--- config.mk ---
export PLATFORM = sky130hd
export DESIGN_NAME = cbe_branch_unit
export DESIGN_NICKNAME = d
export VERILOG_FILES = /design/src/rtl/cbe_pkg.sv /design/src/rtl/cbe_cond_test.sv /design/src/rtl/cbe_branch_unit.sv
export SDC_FILE = /design/constraint.sdc
export NUM_CORES = 1
export LEC_CHECK = 0
export BUFFER_PORTS_ARGS = -buffer_cell sky130_fd_sc_hd__clkbuf_2
export CELL_PAD_IN_SITES_DETAIL_PLACEMENT = 2
export CELL_PAD_IN_SITES_GLOBAL_PLACEMENT = 2
export CORE_MARGIN = 4
export CORE_UTILIZATION = 38
export CTS_CLUSTER_DIAMETER = 60
export CTS_CLUSTER_SIZE = 10
export DETAILED_ROUTE_END_ITERATION = 8
export PLACE_DENSITY = 0.95
export SLEW_MARGIN = 40
export SYNTH_ARGS = -nofsm -noshare
export SYNTH_HDL_FRONTEND = slang
export SYNTH_SLANG_ARGS = --single-unit
--- constraint.sdc ---
create_clock -name i_ref_clk -period 4.6 [get_ports i_ref_clk]
set_clock_uncertainty 0.1 [all_clocks]
set_input_delay 0.23 -clock i_ref_clk [delete_from_list [all_inputs] [get_ports i_ref_clk]]
set_output_delay 0.23 -clock i_ref_clk [all_outputs]
set_load 0.01 [all_outputs]
--- src/rtl/cbe_pkg.sv ---
package cbe_pkg;
   // Opcode encodings of the relative branch family
   localparam logic [7:0] OP_BRANCH_ALWAYS = 8'h20;
   localparam logic [7:0] OP_BRANCH_NEVER = 8'h21;
   localparam logic [7:0] OP_BRANCH_HIGHER_UNSIGNED = 8'h22;
   localparam logic [7:0] OP_BRANCH_LOWER_SAME_UNSIGNED = 8'h23;
   localparam logic [7:0] OP_BRANCH_HIGHER_SAME_CARRY_CLEAR = 8'h24;
   localparam logic [7:0] OP_BRANCH_LOWER_CARRY_SET = 8'h25;
   localparam logic [7:0] OP_BRANCH_IF_NOT_EQUAL = 8'h26;
   localparam logic [7:0] OP_BRANCH_IF_EQUAL = 8'h27;
   localparam logic [7:0] OP_BRANCH_OVERFLOW_CLEAR = 8'h28;
   localparam logic [7:0] OP_BRANCH_OVERFLOW_SET = 8'h29;
   localparam logic [7:0] OP_BRANCH_IF_PLUS = 8'h2a;
   localparam logic [7:0] OP_BRANCH_IF_MINUS = 8'h2b;
   localparam logic [7:0] OP_BRANCH_GREATER_EQUAL_SIGNED = 8'h2c;
   localparam logic [7:0] OP_BRANCH_LESS_SIGNED = 8'h2d;
   localparam logic [7:0] OP_BRANCH_GREATER_SIGNED = 8'h2e;
   localparam logic [7:0] OP_BRANCH_LESS_EQUAL_SIGNED = 8'h2f;
   // Upper nibble shared by the whole family
   localparam logic [3:0] OP_FAMILY_NIBBLE = 4'h2;
   // Fixed bus figures
   localparam logic [15:0] DUMMY_ADDR = 16'hffff;
   localparam logic [15:0] BRANCH_LEN = 16'h0002;
   localparam int BRANCH_CYCLES = 3;
   // Reset values
   localparam logic [15:0] PC_RESET = 16'h0000;

   // Condition code flags examined by branches
   typedef struct packed {
      logic negative_flag;
      logic zero_flag;
      logic overflow_flag;
      logic carry_flag;
   } cbe_ccr_t;

   // Bus cycle phase of a branch
   typedef enum logic [1:0] {
      CBE_IDLE = 2'b00,
      CBE_FETCH_OP = 2'b01,
      CBE_FETCH_OFS = 2'b10,
      CBE_DUMMY = 2'b11
   } cbe_phase_t;

   // Read request toward program memory
   typedef struct packed {
      logic rd;
      logic [15:0] addr;
   } cbe_bus_t;
endpackage : cbe_pkg

--- src/rtl/cbe_cond_test.sv ---
`timescale 1ns/1ps
`default_nettype none
// Pure test of the condition codes for one opcode
module cbe_cond_test
   import cbe_pkg::*;
(
   // Decoded operands
   input wire logic [7:0] i_opcode,
   input wire cbe_pkg::cbe_ccr_t i_ccr,
   // Result
   output logic o_taken,
   output logic o_is_branch
);
   import cbe_pkg::*;

   // Shorthand for the flags
   logic n, z, v, c;
   assign n = i_ccr.negative_flag;
   assign z = i_ccr.zero_flag;
   assign v = i_ccr.overflow_flag;
   assign c = i_ccr.carry_flag;

   // Family membership by upper nibble
   assign o_is_branch = (i_opcode[7:4] == OP_FAMILY_NIBBLE);

   // Condition table
   always_comb begin
      case (i_opcode)
         OP_BRANCH_ALWAYS: o_taken = 1'b1;
         OP_BRANCH_NEVER: o_taken = 1'b0;
         OP_BRANCH_HIGHER_UNSIGNED: o_taken = ~(c | z);
         OP_BRANCH_LOWER_SAME_UNSIGNED: o_taken = c | z;
         OP_BRANCH_HIGHER_SAME_CARRY_CLEAR: o_taken = ~c;
         OP_BRANCH_LOWER_CARRY_SET: o_taken = c;
         OP_BRANCH_IF_NOT_EQUAL: o_taken = ~z;
         OP_BRANCH_IF_EQUAL: o_taken = z;
         OP_BRANCH_OVERFLOW_CLEAR: o_taken = ~v;
         OP_BRANCH_OVERFLOW_SET: o_taken = v;
         OP_BRANCH_IF_PLUS: o_taken = ~n;
         OP_BRANCH_IF_MINUS: o_taken = n;
         OP_BRANCH_GREATER_EQUAL_SIGNED: o_taken = ~(n ^ v);
         OP_BRANCH_LESS_SIGNED: o_taken = n ^ v;
         OP_BRANCH_GREATER_SIGNED: o_taken = ~(z | (n ^ v));
         OP_BRANCH_LESS_EQUAL_SIGNED: o_taken = z | (n ^ v);
         // Not a branch
         default: o_taken = 1'b0;
      endcase
   end
endmodule : cbe_cond_test
`default_nettype wire

--- src/rtl/cbe_branch_unit.sv ---
`timescale 1ns/1ps
`default_nettype none
// Summary of operation
// - Minus opcode branches when negative flag set
// - Not-equal opcode branches when zero flag clear
// - Plus opcode branches when negative flag clear
// - Taken target is opcode address+2+offset
// - Three reads: opcode, offset, dummy FFFF
// - Condition code flags never modified
// - Signed tests from zero, negative, overflow
// - Unsigned tests from carry and zero
// - Equal, overflow, always, never tests
// - Offset byte is sign extended
module cbe_branch_unit
   import cbe_pkg::*;
(
   // Clock and reset
   input wire logic i_ref_clk,
   input wire logic i_arst_n,
   // Start of a branch at the given address
   input wire logic i_start,
   input wire logic [15:0] i_op_addr,
   // Condition codes from the core
   input wire cbe_pkg::cbe_ccr_t i_ccr,
   // Read data from program memory
   input wire logic [7:0] i_rd_data,
   // Program memory read request
   output cbe_pkg::cbe_bus_t o_bus,
   // Completion and results
   output logic o_busy,
   output logic o_done,
   output logic o_taken,
   output logic o_illegal,
   output logic [15:0] o_pc,
   output cbe_pkg::cbe_ccr_t o_ccr
);
   import cbe_pkg::*;

   // Reset synchroniser; first stage only feeds the second
   logic rst_meta_n, rst_n;
   always_ff @(posedge i_ref_clk or negedge i_arst_n) begin
      if (!i_arst_n) begin
         rst_meta_n <= 1'b0;
         rst_n <= 1'b0;
      end else begin
         rst_meta_n <= 1'b1;
         rst_n <= rst_meta_n;
      end
   end

   // All state of the unit except the reset synchroniser
   typedef struct packed {
      cbe_phase_t phase;
      logic [15:0] op_addr;
      logic [7:0] opcode;
      cbe_ccr_t condition_code_register;
      cbe_bus_t bus;
      logic done;
      logic taken;
      logic illegal;
      logic [15:0] pc;
   } cbe_state_t;

   cbe_state_t st, next_st;

   // Condition evaluation on the latched opcode and flags
   logic cond_taken, cond_is_branch;
   cbe_cond_test u_test (
      .i_opcode(st.opcode),
      .i_ccr(st.condition_code_register),
      .o_taken(cond_taken),
      .o_is_branch(cond_is_branch)
   );

   // Next-state logic
   always_comb begin
      logic [15:0] seq_pc;
      logic [15:0] ofs;
      seq_pc = 16'h0000;
      ofs = 16'h0000;
      next_st = st;
      next_st.done = 1'b0;
      // Following instruction address, used by both outcomes
      seq_pc = st.op_addr + BRANCH_LEN;
      ofs = {{8{i_rd_data[7]}}, i_rd_data};
      case (st.phase)
         CBE_IDLE: begin
            next_st.bus.rd = 1'b0;
            // Flags sampled at start; held untouched afterwards
            if (i_start) begin
               next_st.phase = CBE_FETCH_OP;
               next_st.op_addr = i_op_addr;
               next_st.condition_code_register = i_ccr;
               next_st.bus.rd = 1'b1;
               next_st.bus.addr = i_op_addr;
            end
         end
         CBE_FETCH_OP: begin
            // Opcode returns during cycle 1
            next_st.opcode = i_rd_data;
            next_st.phase = CBE_FETCH_OFS;
            next_st.bus.addr = st.op_addr + 16'h0001;
         end
         CBE_FETCH_OFS: begin
            next_st.phase = CBE_DUMMY;
            next_st.bus.addr = DUMMY_ADDR;
            next_st.illegal = ~cond_is_branch;
            if (cond_is_branch && cond_taken) begin
               next_st.pc = seq_pc + ofs;
               next_st.taken = 1'b1;
            end else begin
               next_st.pc = seq_pc;
               next_st.taken = 1'b0;
            end
         end
         CBE_DUMMY: begin
            // Done pulses as the dummy cycle ends; pc, taken and illegal were set as the offset cycle ended
            next_st.phase = CBE_IDLE;
            next_st.bus.rd = 1'b0;
            next_st.done = 1'b1;
         end
         default: begin
            next_st.phase = CBE_IDLE;
            next_st.bus.rd = 1'b0;
         end
      endcase
   end

   // State register
   always_ff @(posedge i_ref_clk or negedge rst_n) begin
      if (!rst_n) begin
         st <= '{phase: CBE_IDLE, op_addr: PC_RESET, opcode: 8'h00, condition_code_register: '0,
                 bus: '0, done: 1'b0, taken: 1'b0, illegal: 1'b0, pc: PC_RESET};
      end else begin
         st <= next_st;
      end
   end

   // Outputs straight from state flops
   assign o_bus = st.bus;
   assign o_busy = st.bus.rd;
   assign o_done = st.done;
   assign o_taken = st.taken;
   assign o_illegal = st.illegal;
   assign o_pc = st.pc;
   assign o_ccr = st.condition_code_register;

   // Checks
   // dummy address
   chk_dummy_addr: assert property (@(posedge i_ref_clk) disable iff (!rst_n)
      st.phase == CBE_DUMMY |-> st.bus.rd && st.bus.addr == DUMMY_ADDR)
      else $error("third cycle not at dummy address");
   chk_three_reads: assert property (@(posedge i_ref_clk) disable iff (!rst_n)
      $rose(st.bus.rd) |-> st.bus.rd [*3] ##1 !st.bus.rd ##0 st.done)
      else $error("branch did not take three reads");
   chk_offset_addr: assert property (@(posedge i_ref_clk) disable iff (!rst_n)
      $rose(st.bus.rd) |=> st.bus.addr == $past(st.bus.addr) + 16'h0001)
      else $error("offset read at wrong address");
   chk_done_pulse: assert property (@(posedge i_ref_clk) disable iff (!rst_n)
      st.done |=> !st.done)
      else $error("done held longer than one cycle");
   chk_ccr_hold: assert property (@(posedge i_ref_clk) disable iff (!rst_n)
      st.phase != CBE_IDLE |=> $stable(o_ccr))
      else $error("flags changed during branch");
   chk_taken_pc: assert property (@(posedge i_ref_clk) disable iff (!rst_n)
      st.phase == CBE_FETCH_OFS && cond_taken && cond_is_branch |=>
      st.pc == st.op_addr + BRANCH_LEN + {{8{$past(i_rd_data[7])}}, $past(i_rd_data)})
      else $error("taken target wrong");
   chk_fall_pc: assert property (@(posedge i_ref_clk) disable iff (!rst_n)
      st.done && !st.taken |-> st.pc == st.op_addr + BRANCH_LEN)
      else $error("untaken branch did not fall through");
   chk_minus_test: assert property (@(posedge i_ref_clk) disable iff (!rst_n)
      st.opcode == OP_BRANCH_IF_MINUS && st.phase == CBE_DUMMY |->
      st.taken == st.condition_code_register.negative_flag)
      else $error("minus test wrong");
   chk_not_equal: assert property (@(posedge i_ref_clk) disable iff (!rst_n)
      st.opcode == OP_BRANCH_IF_NOT_EQUAL && st.phase == CBE_DUMMY |->
      st.taken == !st.condition_code_register.zero_flag)
      else $error("not equal test wrong");
   chk_plus_test: assert property (@(posedge i_ref_clk) disable iff (!rst_n)
      st.opcode == OP_BRANCH_IF_PLUS && st.phase == CBE_DUMMY |->
      st.taken == !st.condition_code_register.negative_flag)
      else $error("plus test wrong");
   chk_signed_gt: assert property (@(posedge i_ref_clk) disable iff (!rst_n)
      st.opcode == OP_BRANCH_GREATER_SIGNED && st.phase == CBE_DUMMY |->
      st.taken == !(st.condition_code_register.zero_flag | (st.condition_code_register.negative_flag ^ st.condition_code_register.overflow_flag)))
      else $error("signed greater test wrong");
   chk_signed_ge: assert property (@(posedge i_ref_clk) disable iff (!rst_n)
      st.opcode == OP_BRANCH_GREATER_EQUAL_SIGNED && st.phase == CBE_DUMMY |->
      st.taken == !(st.condition_code_register.negative_flag ^ st.condition_code_register.overflow_flag))
      else $error("signed greater or equal test wrong");
   chk_unsigned_hi: assert property (@(posedge i_ref_clk) disable iff (!rst_n)
      st.opcode == OP_BRANCH_HIGHER_UNSIGNED && st.phase == CBE_DUMMY |->
      st.taken == !(st.condition_code_register.carry_flag | st.condition_code_register.zero_flag))
      else $error("unsigned higher test wrong");
   chk_lower_same: assert property (@(posedge i_ref_clk) disable iff (!rst_n)
      st.opcode == OP_BRANCH_LOWER_SAME_UNSIGNED && st.phase == CBE_DUMMY |->
      st.taken == (st.condition_code_register.carry_flag | st.condition_code_register.zero_flag))
      else $error("unsigned lower or same test wrong");
   chk_equal_test: assert property (@(posedge i_ref_clk) disable iff (!rst_n)
      st.opcode == OP_BRANCH_IF_EQUAL && st.phase == CBE_DUMMY |->
      st.taken == st.condition_code_register.zero_flag)
      else $error("equal test wrong");
   chk_never_test: assert property (@(posedge i_ref_clk) disable iff (!rst_n)
      st.opcode == OP_BRANCH_NEVER && st.phase == CBE_DUMMY |-> !st.taken)
      else $error("never branch was taken");
   chk_sign_ext: assert property (@(posedge i_ref_clk) disable iff (!rst_n)
      st.phase == CBE_FETCH_OFS && i_rd_data[7] && cond_taken && cond_is_branch |=>
      (st.pc < st.op_addr + BRANCH_LEN) || (st.op_addr + BRANCH_LEN < 16'h0080))
      else $error("negative offset moved forward");

   cov_taken: cover property (@(posedge i_ref_clk) disable iff (!rst_n) st.done && st.taken);
   cov_untaken: cover property (@(posedge i_ref_clk) disable iff (!rst_n) st.done && !st.taken);
   cov_back: cover property (@(posedge i_ref_clk) disable iff (!rst_n)
      st.phase == CBE_FETCH_OFS && i_rd_data[7] && cond_taken);
   cov_illegal: cover property (@(posedge i_ref_clk) disable iff (!rst_n) st.done && st.illegal);
endmodule : cbe_branch_unit
`default_nettype wire

# ---- Word-level counts from Yosys, hierarchy flattened
# Cells that the tools add are included.
dict set report op_classes {
  addsub 3
  n_mul 0
  div 0
  n_lt_le_gt_ge 0
  n_eq_ne 20
  shift 0
  n_mux 9
  n_bitwise 11
  n_reduce_logical 6
}
# operator count
set op_table {}
lappend op_table {{8-bit by 6-bit equality test with 1-bit output (second input constant)} 15}
lappend op_table {{16-bit one-hot mux with 3 select lines} 1}
lappend op_table {{18-bit two-way mux} 1}
lappend op_table {{17-bit two-way mux} 1}
lappend op_table {{16-bit by 1-bit adder with 16-bit output (second input constant)} 1}
lappend op_table {{16-bit adder} 1}
lappend op_table {{16-bit by 2-bit adder with 16-bit output (second input constant)} 1}
lappend op_table {{16-bit two-way mux} 1}
lappend op_table {{1-bit one-hot mux with 15 select lines} 1}
lappend op_table {{1-bit NOT} 8}
lappend op_table {{2-bit one-hot mux with 4 select lines} 1}
lappend op_table {{2-bit equality test (second input constant)} 2}
lappend op_table {{4-bit by 2-bit equality test with 1-bit output (second input constant)} 1}
lappend op_table {{2-bit AND reduction} 2}
lappend op_table {{3-bit nonzero test} 1}
lappend op_table {{2-bit by 1-bit equality test with 1-bit output (second input constant)} 1}
lappend op_table {{2-bit zero test} 1}
lappend op_table {{1-bit two-way mux} 2}
lappend op_table {{2-bit inequality test (second input constant)} 1}
lappend op_table {{1-bit OR} 2}
lappend op_table {{1-bit one-hot mux with 2 select lines} 1}
lappend op_table {{2-bit nonzero test} 1}
lappend op_table {{1-bit logical AND} 1}
lappend op_table {{1-bit XOR} 1}
dict set report totals {
  ff_bits 68
  latch_bits 0
  mem_bits_rw 0
  rom_bits 0
  out_inout_bits 41
  word_cells 64
  memories 0
}

# ---- Longest topological paths before layout
dict set report depth {
  depth_word 6
  mapped_depth 15
  ltp_nobuf 13
}

# ---- Cells and area by module
# A second synthesis with hierarchy kept.
dict set report hier_totals {
  cells_unflattened 492
  area_unflattened_um2 4609.4
}
# module instances cells_per_inst area_each_um2 seq_area_each_um2
set modules_own_cells {}
lappend modules_own_cells {cbe_branch_unit 1 468 4433.0 1701.6}
lappend modules_own_cells {cbe_cond_test 1 24 176.4 0.0}

# ---- Worst setup path after synthesis
# OpenSTA, ideal clock, no wires.
dict set report synth_path {
  path_type {register -> register}
  startpoint {reg st[53] in the netlist's numbering}
  endpoint {reg st, in the netlist o_pc[13]}
  setup_ns 0.148
  t_arrival_ns 2.746
  required_time_ns 4.352
  slack_ns 1.605
  stages_incl_launch_ff 15
  n_path_buf 2
  synth_period_minus_slack_ns 2.995
  cell_sequence {dfrtp_1 > clkbuf_1 > nand2_1 > nor2_1 > nand3_1 > nor2_1 > xor2_1 > ha_1 > clkbuf_1 > a21o_1 > a21o_1 > a21oi_1 > o21ai_0 > o311ai_0 > o221ai_1}
}
dict set report synth_between {
  elab_chain_cells 3
}
# item line
set synth_rtl {}
lappend synth_rtl {{from (decl)} cbe_branch_unit.sv:64} ;# cbe_state_t st, next_st;
lappend synth_rtl {{from (signal assigned)} cbe_branch_unit.sv:132} ;# st <= '{phase: CBE_IDLE, op_addr: PC_RESET, opcode: 8'h00, condition_code_register: '0,
lappend synth_rtl {{from (signal assigned)} cbe_branch_unit.sv:135} ;# st <= next_st;
lappend synth_rtl {{16-bit by 2-bit adder with 16-bit output (*)} cbe_branch_unit.sv:84} ;# seq_pc = st.op_addr + BRANCH_LEN;
lappend synth_rtl {{16-bit adder} cbe_branch_unit.sv:109} ;# next_st.pc = seq_pc + ofs;
lappend synth_rtl {{16-bit two-way mux (*)} cbe_branch_unit.sv:108} ;# if (cond_is_branch && cond_taken) begin
# Every way passes the cells marked *; elsewhere a longest branch is shown, timed or not.
# A chain may end at the register's enable or synchronous reset.

# ---- Worst setup path in the final report
dict set report layout_path {
  startpoint {reg st[49] in the netlist's numbering}
  endpoint {reg st, in the netlist o_pc[14]}
}
# Same word-level chain as after synthesis.

==> flow_results.xml <==
<?xml version="1.0" encoding="UTF-8"?>
<metrics>
  <group name="logic_synthesis">
    <metric name="ys_types" unit="">51</metric>
    <metric name="synth_compound_area_share" unit="%">16.4</metric>
    <metric name="syn_nets" unit="">573</metric>
    <metric name="synth_cells" unit="">515</metric>
    <metric name="synthSimpleGateAreaFrac" unit="%">13.1</metric>
    <metric name="ys.flop_type" unit="">dfrtp_1</metric>
    <metric name="ys_async_sr_fraction" unit="%">100</metric>
    <metric name="yosys.area_share.xor_xnor" unit="%">7.69</metric>
    <metric name="post_synth_mux_area_share" unit="%">9.14</metric>
    <metric name="synth-adder-area-share" unit="%">7.40</metric>
    <metric name="ff_latch_count_synth" unit="">68</metric>
    <metric name="synth_area_per_cell" unit="um2">9.06</metric>
    <metric name="synth-edff-count" unit="">0</metric>
    <metric name="yosysWarningCount" unit="">0</metric>
    <metric name="syn_area" unit="um2">4670</metric>
    <metric name="synth_seq_area_share" unit="%">36.5</metric>
    <metric name="main_combinational_cell_family_by_area_after_synthesis" unit="">compound AO/OA/AOI/OAI gates</metric>
  </group>
  <group name="timing">
    <metric name="timing.setup.tns" unit="ps">0</metric>
    <metric name="achievable_freq" unit="GHz">0.285</metric>
    <metric name="shortest_period_the_worst_path_allows" unit="ps">3510</metric>
    <metric name="worst_slew_pin_slew" unit="ps">694</metric>
    <metric name="whs" unit="ps">33.6</metric>
    <metric name="grt_setup_unrepaired" unit="">no</metric>
    <metric name="timing_max_transition_violations_final" unit="">0</metric>
    <metric name="final_min_period_over_clock_period" unit="%">76.3</metric>
    <metric name="relSlewSlack" unit="%">53.5</metric>
    <metric name="setup_viol" unit="">0</metric>
    <metric name="report.final.hold_viol_count" unit="">0</metric>
  </group>
  <group name="placed_design">
    <metric name="dpl.hpwl" unit="um">10800</metric>
    <metric name="gp_routability_congestion" unit="">0.919</metric>
    <metric name="place.port_buffers" unit="">71</metric>
    <metric name="post_dp_cell_area" unit="um2">4830</metric>
  </group>
  <group name="finish">
    <metric name="finalInstanceArea" unit="um2">5160</metric>
    <metric name="layout.nets" unit="">592</metric>
    <metric name="antennaDiodeCount" unit="">0</metric>
    <metric name="mostFrequentLayoutCells" unit="">clkbuf_2, a21oi_1, dfrtp_1</metric>
    <metric name="drive_gt1_share" unit="%">24.3</metric>
    <metric name="layout_commonest_cell" unit="">clkbuf_2</metric>
    <metric name="syn2layout_area_growth" unit="%">10.5</metric>
  </group>
  <group name="global_routing">
    <metric name="globalRoute.totalOverflow" unit="">0</metric>
    <metric name="grt_pass1_wl" unit="um">24800</metric>
    <metric name="grt_max_degree" unit="">67</metric>
    <metric name="grt_antenna_before_repair" unit="">0</metric>
    <metric name="globalRouteTotalUtil" unit="%">22.2</metric>
    <metric name="via_count_of_the_first_global_routing_pass" unit="">4408</metric>
  </group>
  <group name="floorplanning">
    <metric name="placementRows" unit="">40</metric>
    <metric name="die_y" unit="um">119</metric>
    <metric name="die_outline_area" unit="um2">14100</metric>
    <metric name="number_of_i_o_pins" unit="">72</metric>
    <metric name="design.core.area" unit="um2">12000</metric>
    <metric name="initial_core_util" unit="%">38.9</metric>
    <metric name="dieWidth" unit="um">119</metric>
  </group>
  <group name="setup_path">
    <metric name="setup.worst_path.end" unit="">o_pc[14]</metric>
    <metric name="worstSetupStartpointType" unit="">register</metric>
    <metric name="worstPathArrival" unit="ps">3640</metric>
    <metric name="crit_path_end_kind" unit="">register</metric>
    <metric name="biggest_fanout_along_the_worst_timing_path" unit="">7</metric>
    <metric name="setup.worst_path.start" unit="">st[49]</metric>
    <metric name="cp.required" unit="ps">4730</metric>
    <metric name="critical_path.top_delay_family" unit="">compound AO/OA/AOI/OAI gates</metric>
    <metric name="timing.critical_path.depth" unit="">11</metric>
    <metric name="crit_path_cell_trace" unit="">ha_1, and3_1, xor2_1, ha_1, and3_1, a221oi_2, o21ai_0, a31oi_1, mux2i_1, a21oi_1, a21o_1</metric>
    <metric name="timing.critical_path.slowest_cell_delay" unit="ps">470</metric>
    <metric name="worstSetupPathType" unit="">register to register</metric>
    <metric name="reg2reg_to" unit="">o_pc[14]</metric>
    <metric name="critical_path_buf_inv_count" unit="">0</metric>
    <metric name="worst-r2r-setup-slack" unit="ps">1090</metric>
    <metric name="cell_count_of_the_worst_reg_to_reg_path" unit="">11</metric>
    <metric name="r2r-start" unit="">st[49]</metric>
    <metric name="critical-path-slowest-cell" unit="">dfrtp_1</metric>
  </group>
  <group name="clock_tree">
    <metric name="numClockSinks" unit="">68</metric>
    <metric name="tritoncts_clock_tree" unit="">built</metric>
    <metric name="worst_setup_hold_path_clk_slew" unit="ps">60</metric>
    <metric name="worstSkewPairLatency" unit="ps">340</metric>
    <metric name="cts.repair_timing.setup_buffer_count" unit="">0</metric>
    <metric name="cts_max_path_buffers" unit="">2</metric>
    <metric name="clk_root_buf" unit="">clkbuf_16</metric>
    <metric name="htree_levels" unit="">3</metric>
    <metric name="cts_resized" unit="">0</metric>
    <metric name="cts_buffers" unit="">9</metric>
    <metric name="post_cts_hold_buffer_count" unit="">1</metric>
  </group>
  <group name="power_and_ir_drop">
    <metric name="ir_drop" unit="V">0.000295</metric>
    <metric name="power_per_cell_area" unit="nW/um2">897</metric>
    <metric name="p_leak" unit="nW">2.32</metric>
  </group>
  <group name="routing">
    <metric name="drt_pass1_iterations" unit="">4</metric>
    <metric name="avgRoutedWirePerCell" unit="um">22.2</metric>
    <metric name="drt-initial-drc-count" unit="">158</metric>
    <metric name="ant_nets" unit="">0</metric>
    <metric name="via_density" unit="">5.65</metric>
    <metric name="drc_errors" unit="">0</metric>
    <metric name="dr_total_vias" unit="">3874</metric>
    <metric name="route.final.wire_length" unit="um">15200</metric>
  </group>
  <group name="run_status">
    <metric name="run_status" unit="">finished, final reports clean</metric>
  </group>
  <group name="worst_hold_path">
    <metric name="worst_hold_path_type" unit="">input pin to register</metric>
  </group>
  <group name="job">
    <metric name="drv_cap" unit="">0</metric>
  </group>
</metrics>
==> logic make-up after synthesis <==
family	count (synthesis)
buffers and inverters	79
other	1
xor gates and xnor gates	41
adders and majority gates	27
DFF	68
and+or+nand+nor	134
AOI/OAI and AO/OA	126
muxes	39
==> report_power, final <==
| group | leakage, nW | internal [W] | switching [W] |
|---|---|---|---|
| logic | 1.36 | 0.00107 | 0.00157 |
| clock network | 0.152 | 0.000450 | 0.000280 |
| registers | 0.804 | 0.000905 | 0.000348 |
==> Yosys cell counts, types with 10 or more instances <==
library cell / count / area, um2
dfrtp_1: 68 / 1700
a21oi_1: 67 / 335
nor2_1: 61 / 229
buf_4: 40 / 300
mux2_2: 29 / 327
nand2_1: 29 / 109
ha_1: 26 / 325
xnor2_1: 25 / 219
clkbuf_1: 23 / 86.3
xor2_1: 16 / 140
o21ai_0: 15 / 75.1
inv_1: 13 / 48.8
nand3_1: 11 / 55.1
mux2i_1: 10 / 100
==> routing by layer <==
layer	global-route usage, %	up-vias	share of wire, %
met5	0	-	0
met4	7.31	0	2.4
met3	4.56	30	3.1
met2	38.9	86	52
met1	27.1	1966	43
li1	-	1792	-
==> metrics by stage <==
stage	utilization, %	setup slack (ps)	total power, W	std cells
finish	42.9	1090	0.00463	686
global route	42.9	848	0.00498	686
CTS	42.9	1160	0.00465	686
detailed placement	40.2	1170	0.00381	669
global placement	40.1	1440	0.00354	669
floorplan	-	1610	0.00321	515
==> flip-flops by register name (all words and copies together), names as in the netlist <==
signal	flops
o_busy	1
o_illegal	1
o_done	1
rst_n	1
st	26
o_bus	16
o_taken	1
o_pc	16
rst_meta_n	1
o_ccr	4
==> how the worst min path moves through the flow <==
stage | startpoint | to | cells after the start
floorplan | i_arst_n | rst_meta_n | 0
global placement | i_arst_n | rst_meta_n | 1
detailed placement | i_arst_n | rst_meta_n | 1
CTS | i_ccr[2] | o_ccr[2] | 2
global route | i_ccr[2] | o_ccr[2] | 2
finish | i_ccr[3] | o_ccr[3] | 2
==> worst register-to-register path, stage by stage (launching register included) <==
cell and delay (ps):
dfrtp_1 470, ha_1 270, and3_1 220, xor2_1 230, ha_1 360, and3_1 220, a221oi_2 460, o21ai_0 190
a31oi_1 350, mux2i_1 260, a21oi_1 90, a21o_1 190
==> area by class of cell <==
class	count	area, um2
fill	1332	6850
multi-input combinational	368	2530
sequential	68	1700
timing repair buffer	74	384
clock buffer	11	253
tap	147	184
clock inverter	5	60.1
inverter	13	48.8
Note: power is estimated with default switching activity, not from simulation.
